## src/hw/mhsp_pkg.sv

```systemverilog
// Package of constants and carrier types for the modem host serial status port
package mhsp_pkg;

  localparam int unsigned CLK_HZ = 100_000_000;
  localparam int unsigned BAUD_DEFAULT = 9600;
  localparam logic [15:0] BAUD_DIV_RESET = 16'(CLK_HZ / BAUD_DEFAULT);
  localparam int unsigned DATA_BITS = 8;
  localparam int unsigned STOP_BITS = 1;

  localparam int unsigned FLASH_MS = 250;
  localparam int unsigned FLASH_CYCLES = CLK_HZ / 1000 * FLASH_MS;
  localparam int unsigned CONFIRM_S = 20;
  localparam int unsigned CONFIRM_CYCLES = CLK_HZ * CONFIRM_S;

  localparam logic [11:0] BAT_LOW_MV = 12'h0DAC;
  localparam logic [11:0] BAT_OK_MV = 12'h0E10;

  // Avalon register byte addresses
  localparam logic [7:0] REG_CTRL = 8'h00;
  localparam logic [7:0] REG_STATUS = 8'h04;
  localparam logic [7:0] REG_IRQ_STAT = 8'h08;
  localparam logic [7:0] REG_IRQ_MASK = 8'h0C;
  localparam logic [7:0] REG_TXDATA = 8'h10;
  localparam logic [7:0] REG_RXDATA = 8'h14;
  localparam logic [7:0] REG_BAUD = 8'h18;
  localparam logic [7:0] REG_SUPPLY = 8'h1C;

  // Control bit positions
  localparam int unsigned CTRL_READY = 0;
  localparam int unsigned CTRL_IN_RANGE = 1;
  localparam int unsigned CTRL_THROTTLE = 2;
  localparam int unsigned CTRL_MSG_IN = 3;
  localparam int unsigned CTRL_MSG_OUT = 4;
  localparam int unsigned CTRL_POWER_ON = 5;
  localparam int unsigned CTRL_LOCKED = 6;
  localparam int unsigned CTRL_RADIO_TX = 7;
  localparam int unsigned CTRL_RADIO_RX = 8;
  localparam int unsigned CTRL_WIDTH = 9;

  // Interrupt bit positions
  localparam int unsigned IRQ_RX = 0;
  localparam int unsigned IRQ_TX_DONE = 1;
  localparam int unsigned IRQ_FRAME_ERR = 2;
  localparam int unsigned IRQ_BATT = 3;
  localparam int unsigned IRQ_WIDTH = 4;

  typedef struct packed {
    logic carrier_n;
    logic ready_n;
    logic throttle;
    logic ring_n;
  } mhsp_modem_ctl_t;

  typedef struct packed {
    logic msg_pending_ind_n;
    logic coverage_ind_n;
    logic supply_low_ind_n;
  } mhsp_ext_ind_t;

  typedef struct packed {
    logic power;
    logic radio_tx;
    logic radio_rx;
  } mhsp_led_t;

  typedef enum logic [1:0] {S_IDLE, S_START, S_DATA, S_STOP} mhsp_ser_state_t;

endpackage : mhsp_pkg

```

## src/hw/mhsp_rx.sv

```systemverilog
// Serial character receiver for the host link
`timescale 1ns/10ps
module mhsp_rx (
  // Clock and reset
  input wire logic i_clk,
  input wire logic i_reset_n,
  // Configuration
  input wire logic [15:0] i_baud_div,
  // Serial line from the host
  input wire logic i_serial,
  // Received character
  output logic [7:0] o_data,
  output logic o_valid,
  output logic o_frame_err
);
  mhsp_pkg::mhsp_ser_state_t state;
  logic [15:0] cnt;
  logic [2:0] bit_idx;
  logic [7:0] shift;

  always_ff @(posedge i_clk or negedge i_reset_n) begin
    if (!i_reset_n) begin
      state <= mhsp_pkg::S_IDLE;
      cnt <= 16'h0000;
      bit_idx <= 3'h0;
      shift <= 8'h00;
      o_data <= 8'h00;
      o_valid <= 1'b0;
      o_frame_err <= 1'b0;
    end else begin
      o_valid <= 1'b0;
      o_frame_err <= 1'b0;
      unique case (state)
        mhsp_pkg::S_IDLE: begin
          cnt <= {1'b0, i_baud_div[15:1]};
          if (!i_serial) begin // RQ16
            state <= mhsp_pkg::S_START;
          end
        end
        mhsp_pkg::S_START: begin
          if (cnt == 16'h0000) begin
            cnt <= i_baud_div - 16'h0001;
            bit_idx <= 3'h0;
            state <= i_serial ? mhsp_pkg::S_IDLE : mhsp_pkg::S_DATA;
          end else begin
            cnt <= cnt - 16'h0001;
          end
        end
        mhsp_pkg::S_DATA: begin
          if (cnt == 16'h0000) begin
            cnt <= i_baud_div - 16'h0001;
            shift <= {i_serial, shift[7:1]}; // RQ16
            bit_idx <= bit_idx + 3'h1;
            if (bit_idx == 3'(mhsp_pkg::DATA_BITS - 1)) begin // RQ1
              state <= mhsp_pkg::S_STOP;
            end
          end else begin
            cnt <= cnt - 16'h0001;
          end
        end
        mhsp_pkg::S_STOP: begin
          if (cnt == 16'h0000) begin
            state <= mhsp_pkg::S_IDLE;
            if (i_serial) begin // RQ1
              o_data <= shift;
              o_valid <= 1'b1;
            end else begin
              o_frame_err <= 1'b1;
            end
          end else begin
            cnt <= cnt - 16'h0001;
          end
        end
      endcase
    end
  end
endmodule : mhsp_rx

```

## src/hw/mhsp_top.sv

```systemverilog
// Modem host serial port with modem control, status outputs and indicators
//
// Function
// RQ1 - Each host link character carries 8 data bits, no parity and 1 stop bit.
// RQ2 - The host link runs at 9600 bit/s until software sets another rate.
// RQ3 - Carrier detect is low while in range and high otherwise.
// RQ4 - Terminal ready from the host and data set ready from the modem are both active low.
// RQ5 - While the host holds request-to-send high the modem pauses sending to it.
// RQ6 - The modem raises clear-to-send to make the host pause sending.
// RQ7 - Ring indicator pulses low while messages wait and rests high otherwise.
// RQ8 - Message pending output is low while an inbound or outbound message is pending.
// RQ9 - Coverage output is low when in range and follows carrier detect exactly.
// RQ10 - Supply low output falls below 3.5 V and rises only above 3.6 V.
// RQ11 - Supply low output changes with the low supply event, confirmed within 20 s.
// RQ12 - Power indicator flashes while scanning, is steady when locked and dark when off.
// RQ13 - Transmit indicator flashes while radio data is transmitted.
// RQ14 - Receive indicator flashes while radio data is received.
// RQ15 - The four general status lines are reserved and perform no function.
// RQ16 - Characters use a low start bit, data LSB first, then stop; the line idles high.
//
// Implementation choices: the register addresses and the Avalon-MM register port.
`timescale 1ns/10ps
module mhsp_top #(
  parameter int unsigned CONFIRM_CYCLES = mhsp_pkg::CONFIRM_CYCLES,
  parameter int unsigned FLASH_CYCLES = mhsp_pkg::FLASH_CYCLES
) (
  // Clock and reset
  input wire logic i_clk,
  input wire logic i_reset_n,
  // Avalon-MM slave
  input wire logic [7:0] i_avs_address,
  input wire logic i_avs_read,
  input wire logic i_avs_write,
  input wire logic [31:0] i_avs_writedata,
  input wire logic [3:0] i_avs_byteenable,
  output logic [31:0] o_avs_readdata,
  output logic o_avs_waitrequest,
  output logic o_irq,
  // Host serial link
  input wire logic i_host_serial_in,
  output logic o_host_serial_out,
  input wire logic i_terminal_ready_n,
  input wire logic i_host_throttle,
  output mhsp_pkg::mhsp_modem_ctl_t o_modem_ctl,
  // Reserved general status lines
  input wire logic [3:0] i_gen_status_line,
  output logic [3:0] o_gen_status_line,
  output logic [3:0] o_gen_status_line_oe,
  // Status and indicators
  output mhsp_pkg::mhsp_ext_ind_t o_ext_ind,
  output mhsp_pkg::mhsp_led_t o_led
);
  logic [mhsp_pkg::CTRL_WIDTH-1:0] ctrl;
  logic [15:0] baud_div;
  logic [11:0] supply_mv;
  logic [mhsp_pkg::IRQ_WIDTH-1:0] irq_stat;
  logic [mhsp_pkg::IRQ_WIDTH-1:0] irq_mask;
  logic [mhsp_pkg::IRQ_WIDTH-1:0] irq_evt;

  logic [7:0] rx_data;
  logic rx_valid;
  logic rx_frame_err;
  logic [7:0] rx_hold;
  logic rx_full;

  logic [7:0] tx_hold;
  logic tx_full;
  mhsp_pkg::mhsp_ser_state_t tx_state;
  logic [15:0] tx_cnt;
  logic [2:0] tx_idx;
  logic [7:0] tx_shift;
  logic tx_done;

  logic access;
  logic ack;
  logic wr;
  logic rd;

  logic supply_low_raw;
  logic supply_low;
  logic [31:0] confirm_cnt;
  logic confirm_due;

  logic [31:0] flash_cnt;
  logic flash;
  logic ring_phase;
  logic msg_pending;

  // One wait cycle per access; the answer is given on the second edge
  assign access = i_avs_read | i_avs_write;
  assign o_avs_waitrequest = access & ~ack;
  assign wr = i_avs_write & ack;
  assign rd = i_avs_read & ack;

  always_ff @(posedge i_clk or negedge i_reset_n) begin
    if (!i_reset_n) begin
      ack <= 1'b0;
    end else begin
      ack <= access & ~ack;
    end
  end

  // Control, baud and supply registers
  always_ff @(posedge i_clk or negedge i_reset_n) begin
    if (!i_reset_n) begin
      ctrl <= '0;
      baud_div <= mhsp_pkg::BAUD_DIV_RESET; // RQ2
      supply_mv <= 12'h000;
    end else if (wr) begin
      if (i_avs_address == mhsp_pkg::REG_CTRL && i_avs_byteenable[0]) begin
        ctrl[7:0] <= i_avs_writedata[7:0];
      end
      if (i_avs_address == mhsp_pkg::REG_CTRL && i_avs_byteenable[1]) begin
        ctrl[8] <= i_avs_writedata[8];
      end
      // Divisors below four leave no room for the mid-bit sample
      if (i_avs_address == mhsp_pkg::REG_BAUD && i_avs_byteenable[1:0] == 2'b11
          && i_avs_writedata[15:0] >= 16'h0004) begin
        baud_div <= i_avs_writedata[15:0];
      end
      if (i_avs_address == mhsp_pkg::REG_SUPPLY && i_avs_byteenable[1:0] == 2'b11) begin
        supply_mv <= i_avs_writedata[11:0];
      end
    end
  end

  // Interrupt mask
  always_ff @(posedge i_clk or negedge i_reset_n) begin
    if (!i_reset_n) begin
      irq_mask <= '0;
    end else if (wr && i_avs_address == mhsp_pkg::REG_IRQ_MASK && i_avs_byteenable[0]) begin
      irq_mask <= i_avs_writedata[mhsp_pkg::IRQ_WIDTH-1:0];
    end
  end

  // Sticky status: a new event wins over a write-one clear
  always_ff @(posedge i_clk or negedge i_reset_n) begin
    if (!i_reset_n) begin
      irq_stat <= '0;
    end else begin
      for (int i = 0; i < mhsp_pkg::IRQ_WIDTH; i++) begin
        if (irq_evt[i]) begin
          irq_stat[i] <= 1'b1;
        end else if (wr && i_avs_address == mhsp_pkg::REG_IRQ_STAT && i_avs_byteenable[0]
                     && i_avs_writedata[i]) begin
          irq_stat[i] <= 1'b0;
        end
      end
    end
  end

  assign o_irq = |(irq_stat & irq_mask);

  // Read data
  always_ff @(posedge i_clk or negedge i_reset_n) begin
    if (!i_reset_n) begin
      o_avs_readdata <= 32'h0000_0000;
    end else if (access && !ack) begin
      unique case (i_avs_address)
        mhsp_pkg::REG_CTRL: o_avs_readdata <= 32'(ctrl);
        mhsp_pkg::REG_STATUS: o_avs_readdata <= {22'h00_0000, rx_full, tx_full, tx_state != mhsp_pkg::S_IDLE,
                                                  supply_low, i_host_throttle, ~i_terminal_ready_n,
                                                  o_modem_ctl};
        mhsp_pkg::REG_IRQ_STAT: o_avs_readdata <= 32'(irq_stat);
        mhsp_pkg::REG_IRQ_MASK: o_avs_readdata <= 32'(irq_mask);
        mhsp_pkg::REG_TXDATA: o_avs_readdata <= {24'h00_0000, tx_hold};
        mhsp_pkg::REG_RXDATA: o_avs_readdata <= {24'h00_0000, rx_hold};
        mhsp_pkg::REG_BAUD: o_avs_readdata <= {16'h0000, baud_div};
        mhsp_pkg::REG_SUPPLY: o_avs_readdata <= {20'h0_0000, supply_mv};
        default: o_avs_readdata <= 32'h0000_0000;
      endcase
    end
  end

  // Receiver
  mhsp_rx u_rx (
    .i_clk(i_clk),
    .i_reset_n(i_reset_n),
    .i_baud_div(baud_div),
    .i_serial(i_host_serial_in),
    .o_data(rx_data),
    .o_valid(rx_valid),
    .o_frame_err(rx_frame_err)
  );

  // Receive holding register; reading it frees the slot
  always_ff @(posedge i_clk or negedge i_reset_n) begin
    if (!i_reset_n) begin
      rx_hold <= 8'h00;
      rx_full <= 1'b0;
    end else if (rx_valid) begin
      rx_hold <= rx_data;
      rx_full <= 1'b1;
    end else if (rd && i_avs_address == mhsp_pkg::REG_RXDATA) begin
      rx_full <= 1'b0;
    end
  end

  // Transmit holding register, written by software
  always_ff @(posedge i_clk or negedge i_reset_n) begin
    if (!i_reset_n) begin
      tx_hold <= 8'h00;
      tx_full <= 1'b0;
    end else if (wr && i_avs_address == mhsp_pkg::REG_TXDATA && i_avs_byteenable[0] && !tx_full) begin
      tx_hold <= i_avs_writedata[7:0];
      tx_full <= 1'b1;
    end else if (tx_state == mhsp_pkg::S_IDLE && tx_full && !i_host_throttle) begin // RQ5
      tx_full <= 1'b0;
    end
  end

  // Transmitter: a character already started finishes, a new one waits
  always_ff @(posedge i_clk or negedge i_reset_n) begin
    if (!i_reset_n) begin
      tx_state <= mhsp_pkg::S_IDLE;
      tx_cnt <= 16'h0000;
      tx_idx <= 3'h0;
      tx_shift <= 8'h00;
      o_host_serial_out <= 1'b1; // RQ16
      tx_done <= 1'b0;
    end else begin
      tx_done <= 1'b0;
      unique case (tx_state)
        mhsp_pkg::S_IDLE: begin
          o_host_serial_out <= 1'b1; // RQ16
          if (tx_full && !i_host_throttle) begin // RQ5
            tx_shift <= tx_hold;
            tx_cnt <= baud_div - 16'h0001;
            o_host_serial_out <= 1'b0; // RQ16
            tx_state <= mhsp_pkg::S_START;
          end
        end
        mhsp_pkg::S_START: begin
          if (tx_cnt == 16'h0000) begin
            tx_cnt <= baud_div - 16'h0001;
            tx_idx <= 3'h0;
            o_host_serial_out <= tx_shift[0]; // RQ16
            tx_shift <= {1'b0, tx_shift[7:1]};
            tx_state <= mhsp_pkg::S_DATA;
          end else begin
            tx_cnt <= tx_cnt - 16'h0001;
          end
        end
        mhsp_pkg::S_DATA: begin
          if (tx_cnt == 16'h0000) begin
            tx_cnt <= baud_div - 16'h0001;
            tx_idx <= tx_idx + 3'h1;
            if (tx_idx == 3'(mhsp_pkg::DATA_BITS - 1)) begin // RQ1
              o_host_serial_out <= 1'b1;
              tx_state <= mhsp_pkg::S_STOP;
            end else begin
              o_host_serial_out <= tx_shift[0];
              tx_shift <= {1'b0, tx_shift[7:1]};
            end
          end else begin
            tx_cnt <= tx_cnt - 16'h0001;
          end
        end
        mhsp_pkg::S_STOP: begin
          if (tx_cnt == 16'h0000) begin // RQ1
            tx_state <= mhsp_pkg::S_IDLE;
            tx_done <= 1'b1;
          end else begin
            tx_cnt <= tx_cnt - 16'h0001;
          end
        end
      endcase
    end
  end

  // Supply hysteresis and confirmation delay
  // A zero supply reading after reset counts as low until software writes it
  always_ff @(posedge i_clk or negedge i_reset_n) begin
    if (!i_reset_n) begin
      supply_low_raw <= 1'b0;
    end else if (supply_mv < mhsp_pkg::BAT_LOW_MV) begin // RQ10
      supply_low_raw <= 1'b1;
    end else if (supply_mv > mhsp_pkg::BAT_OK_MV) begin // RQ10
      supply_low_raw <= 1'b0;
    end
  end

  always_ff @(posedge i_clk or negedge i_reset_n) begin
    if (!i_reset_n) begin
      supply_low <= 1'b0;
      confirm_cnt <= 32'h0000_0000;
    end else if (supply_low_raw == supply_low) begin
      confirm_cnt <= 32'h0000_0000;
    end else if (confirm_due) begin // RQ11
      supply_low <= supply_low_raw;
      confirm_cnt <= 32'h0000_0000;
    end else begin
      confirm_cnt <= confirm_cnt + 32'h0000_0001;
    end
  end

  assign irq_evt[mhsp_pkg::IRQ_RX] = rx_valid;
  assign irq_evt[mhsp_pkg::IRQ_TX_DONE] = tx_done;
  assign irq_evt[mhsp_pkg::IRQ_FRAME_ERR] = rx_frame_err;
  assign irq_evt[mhsp_pkg::IRQ_BATT] = (supply_low_raw != supply_low) && confirm_due;
  assign confirm_due = confirm_cnt >= CONFIRM_CYCLES - 1;

  // Shared flash timebase for indicators and ring pulses
  always_ff @(posedge i_clk or negedge i_reset_n) begin
    if (!i_reset_n) begin
      flash_cnt <= 32'h0000_0000;
      flash <= 1'b0;
    end else if (flash_cnt >= FLASH_CYCLES - 1) begin
      flash_cnt <= 32'h0000_0000;
      flash <= ~flash;
    end else begin
      flash_cnt <= flash_cnt + 32'h0000_0001;
    end
  end

  assign msg_pending = ctrl[mhsp_pkg::CTRL_MSG_IN] | ctrl[mhsp_pkg::CTRL_MSG_OUT];
  assign ring_phase = msg_pending & flash;

  // Modem control and status outputs, all registered
  always_ff @(posedge i_clk or negedge i_reset_n) begin
    if (!i_reset_n) begin
      o_modem_ctl <= '{carrier_n: 1'b1, ready_n: 1'b1, throttle: 1'b0, ring_n: 1'b1};
      o_ext_ind <= '{msg_pending_ind_n: 1'b1, coverage_ind_n: 1'b1, supply_low_ind_n: 1'b1};
      o_led <= '{power: 1'b0, radio_tx: 1'b0, radio_rx: 1'b0};
    end else begin
      o_modem_ctl.carrier_n <= ~ctrl[mhsp_pkg::CTRL_IN_RANGE]; // RQ3
      o_modem_ctl.ready_n <= ~ctrl[mhsp_pkg::CTRL_READY]; // RQ4
      o_modem_ctl.throttle <= ctrl[mhsp_pkg::CTRL_THROTTLE] | rx_full; // RQ6
      o_modem_ctl.ring_n <= ~ring_phase; // RQ7
      o_ext_ind.msg_pending_ind_n <= ~msg_pending; // RQ8
      o_ext_ind.coverage_ind_n <= ~ctrl[mhsp_pkg::CTRL_IN_RANGE]; // RQ9
      o_ext_ind.supply_low_ind_n <= ~supply_low; // RQ11
      o_led.power <= ctrl[mhsp_pkg::CTRL_POWER_ON] & (ctrl[mhsp_pkg::CTRL_LOCKED] | flash); // RQ12
      o_led.radio_tx <= ctrl[mhsp_pkg::CTRL_RADIO_TX] & flash; // RQ13
      o_led.radio_rx <= ctrl[mhsp_pkg::CTRL_RADIO_RX] & flash; // RQ14
    end
  end

  // General status lines are reserved: never driven
  assign o_gen_status_line = 4'h0; // RQ15
  assign o_gen_status_line_oe = 4'h0; // RQ15

endmodule : mhsp_top

```

## config.mk

```make
export PLATFORM = sky130hd
export DESIGN_NAME = mhsp_top
export DESIGN_NICKNAME = d
export VERILOG_FILES = /design/src/hw/mhsp_pkg.sv /design/src/hw/mhsp_rx.sv /design/src/hw/mhsp_top.sv
export SDC_FILE = /design/constraint.sdc
export NUM_CORES = 1
export LEC_CHECK = 0
export BUFFER_PORTS_ARGS = -buffer_cell sky130_fd_sc_hd__buf_4
export CORE_ASPECT_RATIO = 1.5
export CORE_MARGIN = 2
export CORE_UTILIZATION = 54
export DETAILED_ROUTE_END_ITERATION = 12
export PLACE_DENSITY = 0.77
export SYNTH_ARGS = -nofsm -noshare
export SYNTH_HDL_FRONTEND = slang
export SYNTH_SLANG_ARGS = --single-unit
export TNS_END_PERCENT = 5
```

## constraint.sdc

```tcl
create_clock -name i_clk -period 2.3 [get_ports i_clk]
set_input_delay 0.23 -clock i_clk [delete_from_list [all_inputs] [get_ports i_clk]]
set_output_delay 0.23 -clock i_clk [all_outputs]
set_load 0.01 [all_outputs]
```

# After elaboration in Yosys (flattened, before gate mapping)
# Index checks and enable logic that the tools add are counted.
# word_totals
register_bits	242
input_bits	55
out_inout_bits	53
wordCells	226
# op_classes
n_addsub	7
n_lt_le_gt_ge	5
eq_ne	31
muxes	62
bitwise_logic	21
reduce_logical	58
# ops
operator	count
$pmux 16 s8	1
$mux 32	3
$pmux 16 s3	2
$mux 16	5
$add 32x1->32 const B	2
$sub 16x1->16 const B	3
$eq 8x5->1 const B	4
$ge 32x25->1 const B	1
$ge 32x31->1 const B	1
$logic_not 16->1	2
$mux 8	4
$mux 1	26
$pmux 8 s3	1
$logic_and 1x1->1	22
$mux 2	11
$reduce_bool 2->1	10
$eq 8x4->1 const B	2
$ge 16x3->1 const B	1
$ne 2x2->1 const B	8
$pmux 2 s4	2
$reduce_and 5->1	3
$reduce_and 2->1	7
$gt 12x12->1 const B	1
$lt 12x12->1 const B	1
22 further kinds	61

# Depth between registers and ports, before layout
# Gate-level depths: netlist of run 1.
# depth
ltp_word	6
depth_mapped	10
depth_no_buf	8

# Modules after synthesis
# From an unflattened synthesis of run 1, not the netlist that was laid out.
# hier_totals
cells_unflattened	1171
area_unflattened_um2	12151.7
# by_module_without_submodules
module	n_inst	cells_each	area_per_inst_um2	seq_area_each_um2
mhsp_top	1	881	9537.9	4693.3
mhsp_rx	1	290	2613.8	975.9

# Least setup slack after synthesis of run 1
# No wires, ideal clock.
# synth_path
path_kind	register -> register
from	register baud_div[0]
to	register tx_cnt[10]
setup_time_ns	0.121
t_arrival_ns	2.330
required_time_ns	2.179
setup_slack_ns	-0.151
stages_incl_launch_ff	9
n_path_buf	0
synth_period_minus_slack_ns	2.451
path_cell_list	dfrtp_1 > inv_1 > ha_1 > or3b_4 > or4_4 > or4_4 > xnor2_2 > o2bb2ai_1 > a22o_1
# synth_between
elab_chain_len	3
elab_cells_between_ends	4
classes_between	add/sub (1); mux (3)
# synth_rtl
element	line_no	rtl
start, declared	mhsp_top.sv:54	logic [15:0] baud_div;
start signal, assigned	mhsp_top.sv:107	baud_div <= mhsp_pkg::BAUD_DIV_RESET;
start signal, assigned	mhsp_top.sv:119	baud_div <= i_avs_writedata[15:0];
$sub 16x1->16 *	mhsp_top.sv:228, mhsp_top.sv:235, mhsp_top.sv:246	
$mux 16 (on tied branches)	mhsp_top.sv:234, mhsp_top.sv:245, mhsp_top.sv:226	
$pmux 16 s3 *	mhsp_top.sv:223	unique case (tx_state)
end signal, assigned	mhsp_top.sv:228	tx_cnt <= baud_div - 16'h0001;
end signal, assigned	mhsp_top.sv:235	tx_cnt <= baud_div - 16'h0001;
end signal, assigned	mhsp_top.sv:246	tx_cnt <= baud_div - 16'h0001;
end, declared	mhsp_top.sv:69	logic [15:0] tx_cnt;
# Every way passes the cells marked *; elsewhere a longest branch is shown, timed or not. The select of a mux whose other input is x is not followed.
# A chain may end at the register's enable or synchronous reset.

# Worst setup path in the final report of run 1
# layout_path
from	register baud_div[1]
to	register tx_cnt[10]
# Same word-level chain as after synthesis.

==> results.txt, run 1 <==
----------------------------------------------------
[Clocking]
  TritonCTS Buffers ... 23
  H-tree levels ... 1
  Clock sink total ... 226
  Clock input transition at the sequential cells of the worst setup and hold paths ... 60 ps
  Clock tree from TritonCTS ... built
  Bufs on Longest Clock Path ... 3
  Cell at the root of the clock tree ... clkbuf_16
  Clock latency on the worst-skew pair ... 530 ps

[STA]
  Count of final hold-check violations ... 0
  Upper clock frequency limit ... 0.4152 GHz
  Total count of max-transition violations in the final report ... 0
  Rel. slew slack ... 59.21%
  Final critical-path share of the clock period ... 104.7%
  Worst slew pin tran ... 611.9 ps
  Fin Clk Skew ... 26.04 ps
  Setup Viol. Count Final ... 6
  Setup repair after global routing missed its margin ... yes
  Worst-case setup margin in the final layout ... -108.5 ps
  Clock period minus worst slack ... 2409 ps

[Logic synthesis]
  Cell taking the most area after synthesis ... dfrtp_1
  Most common cell in the netlist ... dfrtp_1
  Number of unique standard cell types used by synthesis ... 73
  Proportion of synthesized flip-flops having asynchronous set or reset ... 100.0%
  Top FF cell, synth ... dfrtp_1
  Number of synthesized flops with an enable pin ... 0
  Post-synth design cell area ... 0.01135 mm2
  Number of warnings printed during yosys synthesis ... 0
  Post-Synthesis Cells ... 1076
  Avg Cell Area, Syn ... 10.55 um2
  Sequential cell area fraction in the yosys report ... 49.95%
  Seq cells post-synth ... 226
  Share of Yosys cell area claimed by the top area cell type ... 47.40%
  Post-synth top cells ... dfrtp_1, nor2_1, mux2_2
  Top area cells in the synthesized netlist ... dfrtp_1, mux2_2, nor2_1, xnor2_1, nand2_1

[Critical path]
  Terminus of the critical flop-to-flop path ... tx_cnt[10]
  Element type at the critical path end ... flop
  Number of buffer and inverter stages on the critical path ... 1
  CP Max Fanout ... 2
  Reg-to-Reg Start ... baud_div[1]
  Type of the worst setup path ... reg2reg
  Cell with the largest stage delay on the worst path ... or4_4
  CP cell instances ... inv_2, ha_4, or3b_4, or4_4, or4_4, xnor2_2, o2bb2ai_1, a22o_1
  Cell family contributing the most delay on the critical path ... simple AND/OR/NAND/NOR gates
  Reg-to-reg slack, setup ... -110 ps
  Category of the worst setup path launch point ... flop
  Biggest cell delay along the critical path ... 440 ps
  Data required time at the worst endpoint ... 2720 ps
  Data arrival time of the critical path ... 2830 ps
  Depth of the worst register-to-register path ... 8
  Most numerous cell on the critical path ... or4_4

[Drt]
  Post-DR wirelength/cell ... 18.89 um
  First-pass iteration count of the detailed router ... 5
  Antenna violation net count after detailed routing ... 0
  Count of unresolved DRC violations after routing ... 0
  First DRT Iteration DRCs ... 658
  Via total after detailed routing ... 8959
  Vias per cell ... 5.953
  Overall routed net length ... 28420 um

[Hold path]
  Type of the worst min-delay path ... in2reg
  Depth of the worst hold-timing path ... 3
  Critical hold path startpoint ... i_host_throttle
  Hold-critical path endpoint ... tx_full

[Placement]
  Cell total after placement ... 1447
  Routability congestion estimate from global placement ... 0.9382
  Dpl cell area ... 0.01253 mm2
  Half-perimeter wire length after placement ... 20460 um
  Number of port buffers ... 61

[Floorplan]
  Die footprint ... 0.02222 mm2
  Ports placed on the boundary ... 108
  Die Wd ... 122.4 um
  Std-Cell Rows ... 65
  Initial core utilization ... 54.51%
  Vertical die dimension ... 181.6 um
  Core Region ... 0.02082 mm2

[Layout]
  Antenna Diode Count ... 0
  Fraction of final layout cells sized beyond drive strength 1 ... 26.52%
  Syn-to-layout area delta ... 19.88%
  Design area ... 0.01361 mm2
  Post-layout nets ... 1295
  Final Core Density ... 65.35%
  Finished Layout Cells ... 1505

[Global routing]
  Wire length of the first global-routing pass ... 45900 um
  Via count of the first global-routing pass ... 9265
  Gr usage total ... 25.88%
  Total congestion overflow after global routing ... 0
  Pin count of the biggest net entering global routing ... 67
  Initial antenna violation count ... 0

[Power]
  Areal power density over the cells ... 794.1 mW/mm2
  Maximum resistive drop on vdd ... 0.6058 mV
  Static leakage ... 6.182 nW
  Post-route total power ... 0.01080 W

[Status]
  Violations in the final reports ... negative setup slack
  Run status ... finished, violations left

[Job]
  Max Cap Viol ... 0

----------------------------------------------------
metrics by stage:
step	setup slack, ps	hold WS, ps	TNS [ps]
2_1_floorplan	-151.5	-65.59	-242.3
3_3_place_gp	-96.43	218.2	-634.2
3_5_place_dp	-188.1	216.1	-1306
4_1_cts	-135.2	10.58	-1172
5_1_grt	-177.4	18.43	-954.4
6_report	-108.5	23.41	-329.1
worst min-delay path, stage by stage:
cell	delay, ps
buf_4	100
nand2b_1	90
a21o_1	100
repair_timing:
item,4_1_cts,5_1_grt
gates resized for setup,11,26
setup buffers,1,0
pin swaps,0,4
hold buffers,15,0
endpoints found under the setup margin,22,39
endpoints found under the hold margin,86,0
where the power goes:
group | total (W) | switching [W] | internal [W]
Clock | 0.00383 | 0.00161 | 0.00222
Sequential | 0.00442 | 0.000204 | 0.00422
Combinational | 0.00255 | 0.00136 | 0.00119
Total | 0.0108 | 0.00317 | 0.00763
cells in the final DEF (no fill, tap or decap), types with 15 or more instances in the layout:
cell / netlist / layout
nand3_1: 44 / 44
nor3_1: 30 / 27
nand4_1: 16 / 16
buf_4: 28 / 131
xnor2_1: 41 / 39
dlygate4sd3_1: 0 / 15
dfrtp_1: 215 / 215
a22o_1: 22 / 22
a21oi_1: 31 / 30
xor2_1: 35 / 33
conb_1: 1 / 32
nor4_1: 20 / 18
clkbuf_16: 0 / 23
inv_1: 26 / 24
o21ai_0: 53 / 49
ha_1: 20 / 18
mux2_2: 94 / 94
nand2_1: 89 / 85
and3_1: 19 / 18
nor2_1: 102 / 100
layer usage:
layer / up-vias / global-route usage [%] / share of wire, %
met5: - / 0 / 0
met4: 0 / 12.97 / 5.3
met3: 110 / 3.926 / 4.8
met2: 289 / 47.20 / 53
met1: 4464 / 28.67 / 37
li1: 4096 / - / -
cells by family (layout without fill, tap and decap cells):
logic type | after synthesis | count (layout) | synth area share (%)
simple gates | 379 | 379 | 16.37
flops | 226 | 226 | 49.95
mux | 101 | 101 | 10.64
other cells | 1 | 32 | 0.03304
buf+inv | 91 | 221 | 4.002
fa+ha+maj | 20 | 20 | 2.205
xor+xnor | 77 | 77 | 6.008
compound gates | 181 | 181 | 10.79
sequential cells by signal, summed over array words and instances, names as in the netlist, 9 cells and up, named ones only:
signal,count
flash_cnt,32
o_avs_readdata,16
supply_mv,12
tx_cnt,16
confirm_cnt,32
ctrl,9
u_rx.cnt,16
baud_div,16
worst max-delay path by stage:
stage	startpoint	end	slack [ps]	cells past startpoint
after CTS	baud_div[1]	tx_cnt[10]	-140	8
after global placement	baud_div[0]	tx_cnt[14]	-100	9
after detailed placement	tx_cnt[0]	tx_cnt[12]	-190	8
after global routing	baud_div[1]	tx_cnt[10]	-180	8
final	baud_div[1]	tx_cnt[10]	-110	8
after floorplan	baud_div[0]	tx_cnt[10]	-150	8
cell type report:
class / instances / area (um2)
Fill cell: 1610 / 7214
Sequential cell: 226 / 5669
Multi-Input combinational cell: 790 / 5478
Timing Repair Buffer: 152 / 1240
Clock buffer: 31 / 645.6
Tap cell: 268 / 335.3
Clock inverter: 11 / 136.4
Inverter: 27 / 101.3
No activity file was read; power rests on OpenSTA's default activity.
==> inputs of run 2 (changes only) <==
--- a/config.mk
+++ b/config.mk
@@ -10,8 +10,10 @@
 export CORE_MARGIN = 2
 export CORE_UTILIZATION = 54
 export DETAILED_ROUTE_END_ITERATION = 12
+export GPL_ROUTABILITY_DRIVEN = 0
 export PLACE_DENSITY = 0.77
+export SKIP_LAST_GASP = 1
 export SYNTH_ARGS = -nofsm -noshare
 export SYNTH_HDL_FRONTEND = slang
 export SYNTH_SLANG_ARGS = --single-unit
-export TNS_END_PERCENT = 5
+export TNS_END_PERCENT = 10
==> results.txt, run 2 (synthesis gave the netlist of run 1 again) <==
----------------------------------------------------
[Status]
  Run status ... finished, violations left
  Violations in the final reports ... negative setup slack

[Power]
  Maximum resistive drop on vdd ... 0.7620 mV (+26%)
  Post-route total power ... 0.01063 W (-1.6%)
  Static leakage ... 6.191 nW (+0.15%)
  Areal power density over the cells ... 787.2 mW/mm2 (-0.87%)

[Critical path]
  Most numerous cell on the critical path ... or4_4
  Data arrival time of the critical path ... 2830 ps (about the same)
  CP Max Fanout ... 2 (unchanged)
  Number of buffer and inverter stages on the critical path ... 1 (unchanged)
  Data required time at the worst endpoint ... 2700 ps (-20 ps)
  Cell with the largest stage delay on the worst path ... or4_4
  Biggest cell delay along the critical path ... 470 ps (+30 ps)
  Category of the worst setup path launch point ... flop
  Element type at the critical path end ... flop
  CP cell instances ... inv_2, ha_4, or3b_4, or4_4, or4_4, xnor2_4, o2bb2ai_1, a22o_1
  Cell family contributing the most delay on the critical path ... simple AND/OR/NAND/NOR gates
  Type of the worst setup path ... reg2reg

[Floorplan]
  Std-Cell Rows ... 65 (unchanged)
  Die footprint ... 0.02222 mm2 (unchanged)
  Ports placed on the boundary ... 108 (unchanged)
  Initial core utilization ... 54.51% (unchanged)
  Die Wd ... 122.4 um (unchanged)
  Vertical die dimension ... 181.6 um (unchanged)
  Core Region ... 0.02082 mm2 (unchanged)

[Clocking]
  Clock tree from TritonCTS ... built
  Bufs on Longest Clock Path ... 3 (unchanged)
  H-tree levels ... 1 (unchanged)
  Clock latency on the worst-skew pair ... 510 ps (-20 ps)
  Clock sink total ... 226 (unchanged)
  TritonCTS Buffers ... 23 (unchanged)
  Clock input transition at the sequential cells of the worst setup and hold paths ... 70 ps (about the same)
  Cell at the root of the clock tree ... clkbuf_16

[Layout]
  Most common library cell in the layout ignoring fill and taps ... dfrtp_1
  Finished Layout Cells ... 1500 (-0.33%)
  Registers with the most flip-flops ... confirm_cnt (32), flash_cnt (32)
  Fraction of final layout cells sized beyond drive strength 1 ... 25.57% (-0.95 points)
  Syn-to-layout area delta ... 19.02%
  Post-layout nets ... 1290 (-0.39%)
  Antenna Diode Count ... 0 (unchanged)
  Most frequent cells in the layout ... dfrtp_1, buf_4, nor2_1
  Design area ... 0.01351 mm2 (-0.72%)

[Global routing]
  Gr usage total ... 26.20% (+0.32 points)
  Wire length of the first global-routing pass ... 46400 um (+1.1%)
  Via count of the first global-routing pass ... 9254 (-0.12%)
  Pin count of the biggest net entering global routing ... 75 (+12%)
  Total congestion overflow after global routing ... 0 (unchanged)
  Initial antenna violation count ... 0 (unchanged)

[Drt]
  Count of unresolved DRC violations after routing ... 0 (unchanged)
  Via total after detailed routing ... 8974 (+0.17%)
  Post-DR wirelength/cell ... 18.97 um (+0.46%)
  First-pass iteration count of the detailed router ... 5 (unchanged)
  First DRT Iteration DRCs ... 512 (-22%)
  Antenna violation net count after detailed routing ... 0 (unchanged)
  Vias per cell ... 5.983 (+0.50%)
  Overall routed net length ... 28460 um (+0.13%)

[Placement]
  Number of port buffers ... 61 (unchanged)
  Cell total after placement ... 1446 (-0.069%)
  Half-perimeter wire length after placement ... 20500 um (+0.18%)
  Dpl cell area ... 0.01252 mm2 (about the same)

[STA]
  Clock period minus worst slack ... 2432 ps (+23.37 ps)
  Worst slew pin tran ... 617.4 ps (+5.481 ps)
  Rel. slew slack ... 58.84% (-0.37 points)
  Worst-case setup margin in the final layout ... -131.9 ps (-23.37 ps)
  Count of final hold-check violations ... 0 (unchanged)
  Fin Clk Skew ... 16.95 ps (-9.094 ps)
  Total count of max-transition violations in the final report ... 0 (unchanged)
  Upper clock frequency limit ... 0.4112 GHz (-0.96%)
  Min Hold Slack ... 17.25 ps (-6.164 ps)
  Setup repair after global routing missed its margin ... yes
  Final critical-path share of the clock period ... 105.7% (+1.0 points)
  Setup Viol. Count Final ... 26 (+20)

[Hold path]
  Type of the worst min-delay path ... in2reg

[Job]
  Max Cap Viol ... 0 (unchanged)

----------------------------------------------------
[run 2: final timing paths]
check / start / end / slack [ps] / cells past startpoint
max: baud_div[0] / tx_cnt[10] / -130 / 8
min: i_avs_writedata[4] / ctrl[4] / 20 / 2
max reg2reg: baud_div[0] / tx_cnt[10] / -130 / 8
min reg2reg: ctrl[0] / o_modem_ctl[2] / 420 / 1
max in group asynchronous: i_reset_n / baud_div[7] / 1290 / 3
min in group asynchronous: i_reset_n / confirm_cnt[17] / 300 / 2
[run 2: repair_timing]
action,CTS,global route
setup buffers,0,2
setup endpoints to repair,37,45
resized for setup,2,24
hold endpoints to repair,80,0
pin swaps,0,5
hold buffers,10,0
[run 2: cell type report]
type	instances	area, um2
sequential	226	5669
tap	268	335.3
clock buffer	31	645.6
inverter	27	101.3
fill	1622	7312
clock inverter	11	121.4
timing repair buffer	147	1190
multi-input combinational	790	5445
[run 2: report_power, final]
group          internal, W  leakage (nW)  switching, W
clock network      0.00221         0.374       0.00157
registers          0.00422          2.96      0.000196
logic              0.00112          2.86       0.00132
total              0.00755          6.19       0.00309
[run 2: metrics by stage]
step / setup slack (ps) / TNS [ps] / util [%]
2_1_floorplan: -151.5 / -242.3 / -
3_3_place_gp: -112.6 / -2055 / 60.13
3_5_place_dp: -190.5 / -2744 / 60.13
4_1_cts: -118.4 / -1309 / 64.35
5_1_grt: -203.0 / -5038 / 64.88
6_report: -131.9 / -1154 / 64.88
[run 2: per-layer routing]
layer  GRT usage [%]  up-vias  wire, um
met5               0        -         0
met4           13.52        0      1479
met3           4.460      114      1475
met2           46.42      289     15060
met1           29.81     4480     10440
li1                -     4091         -
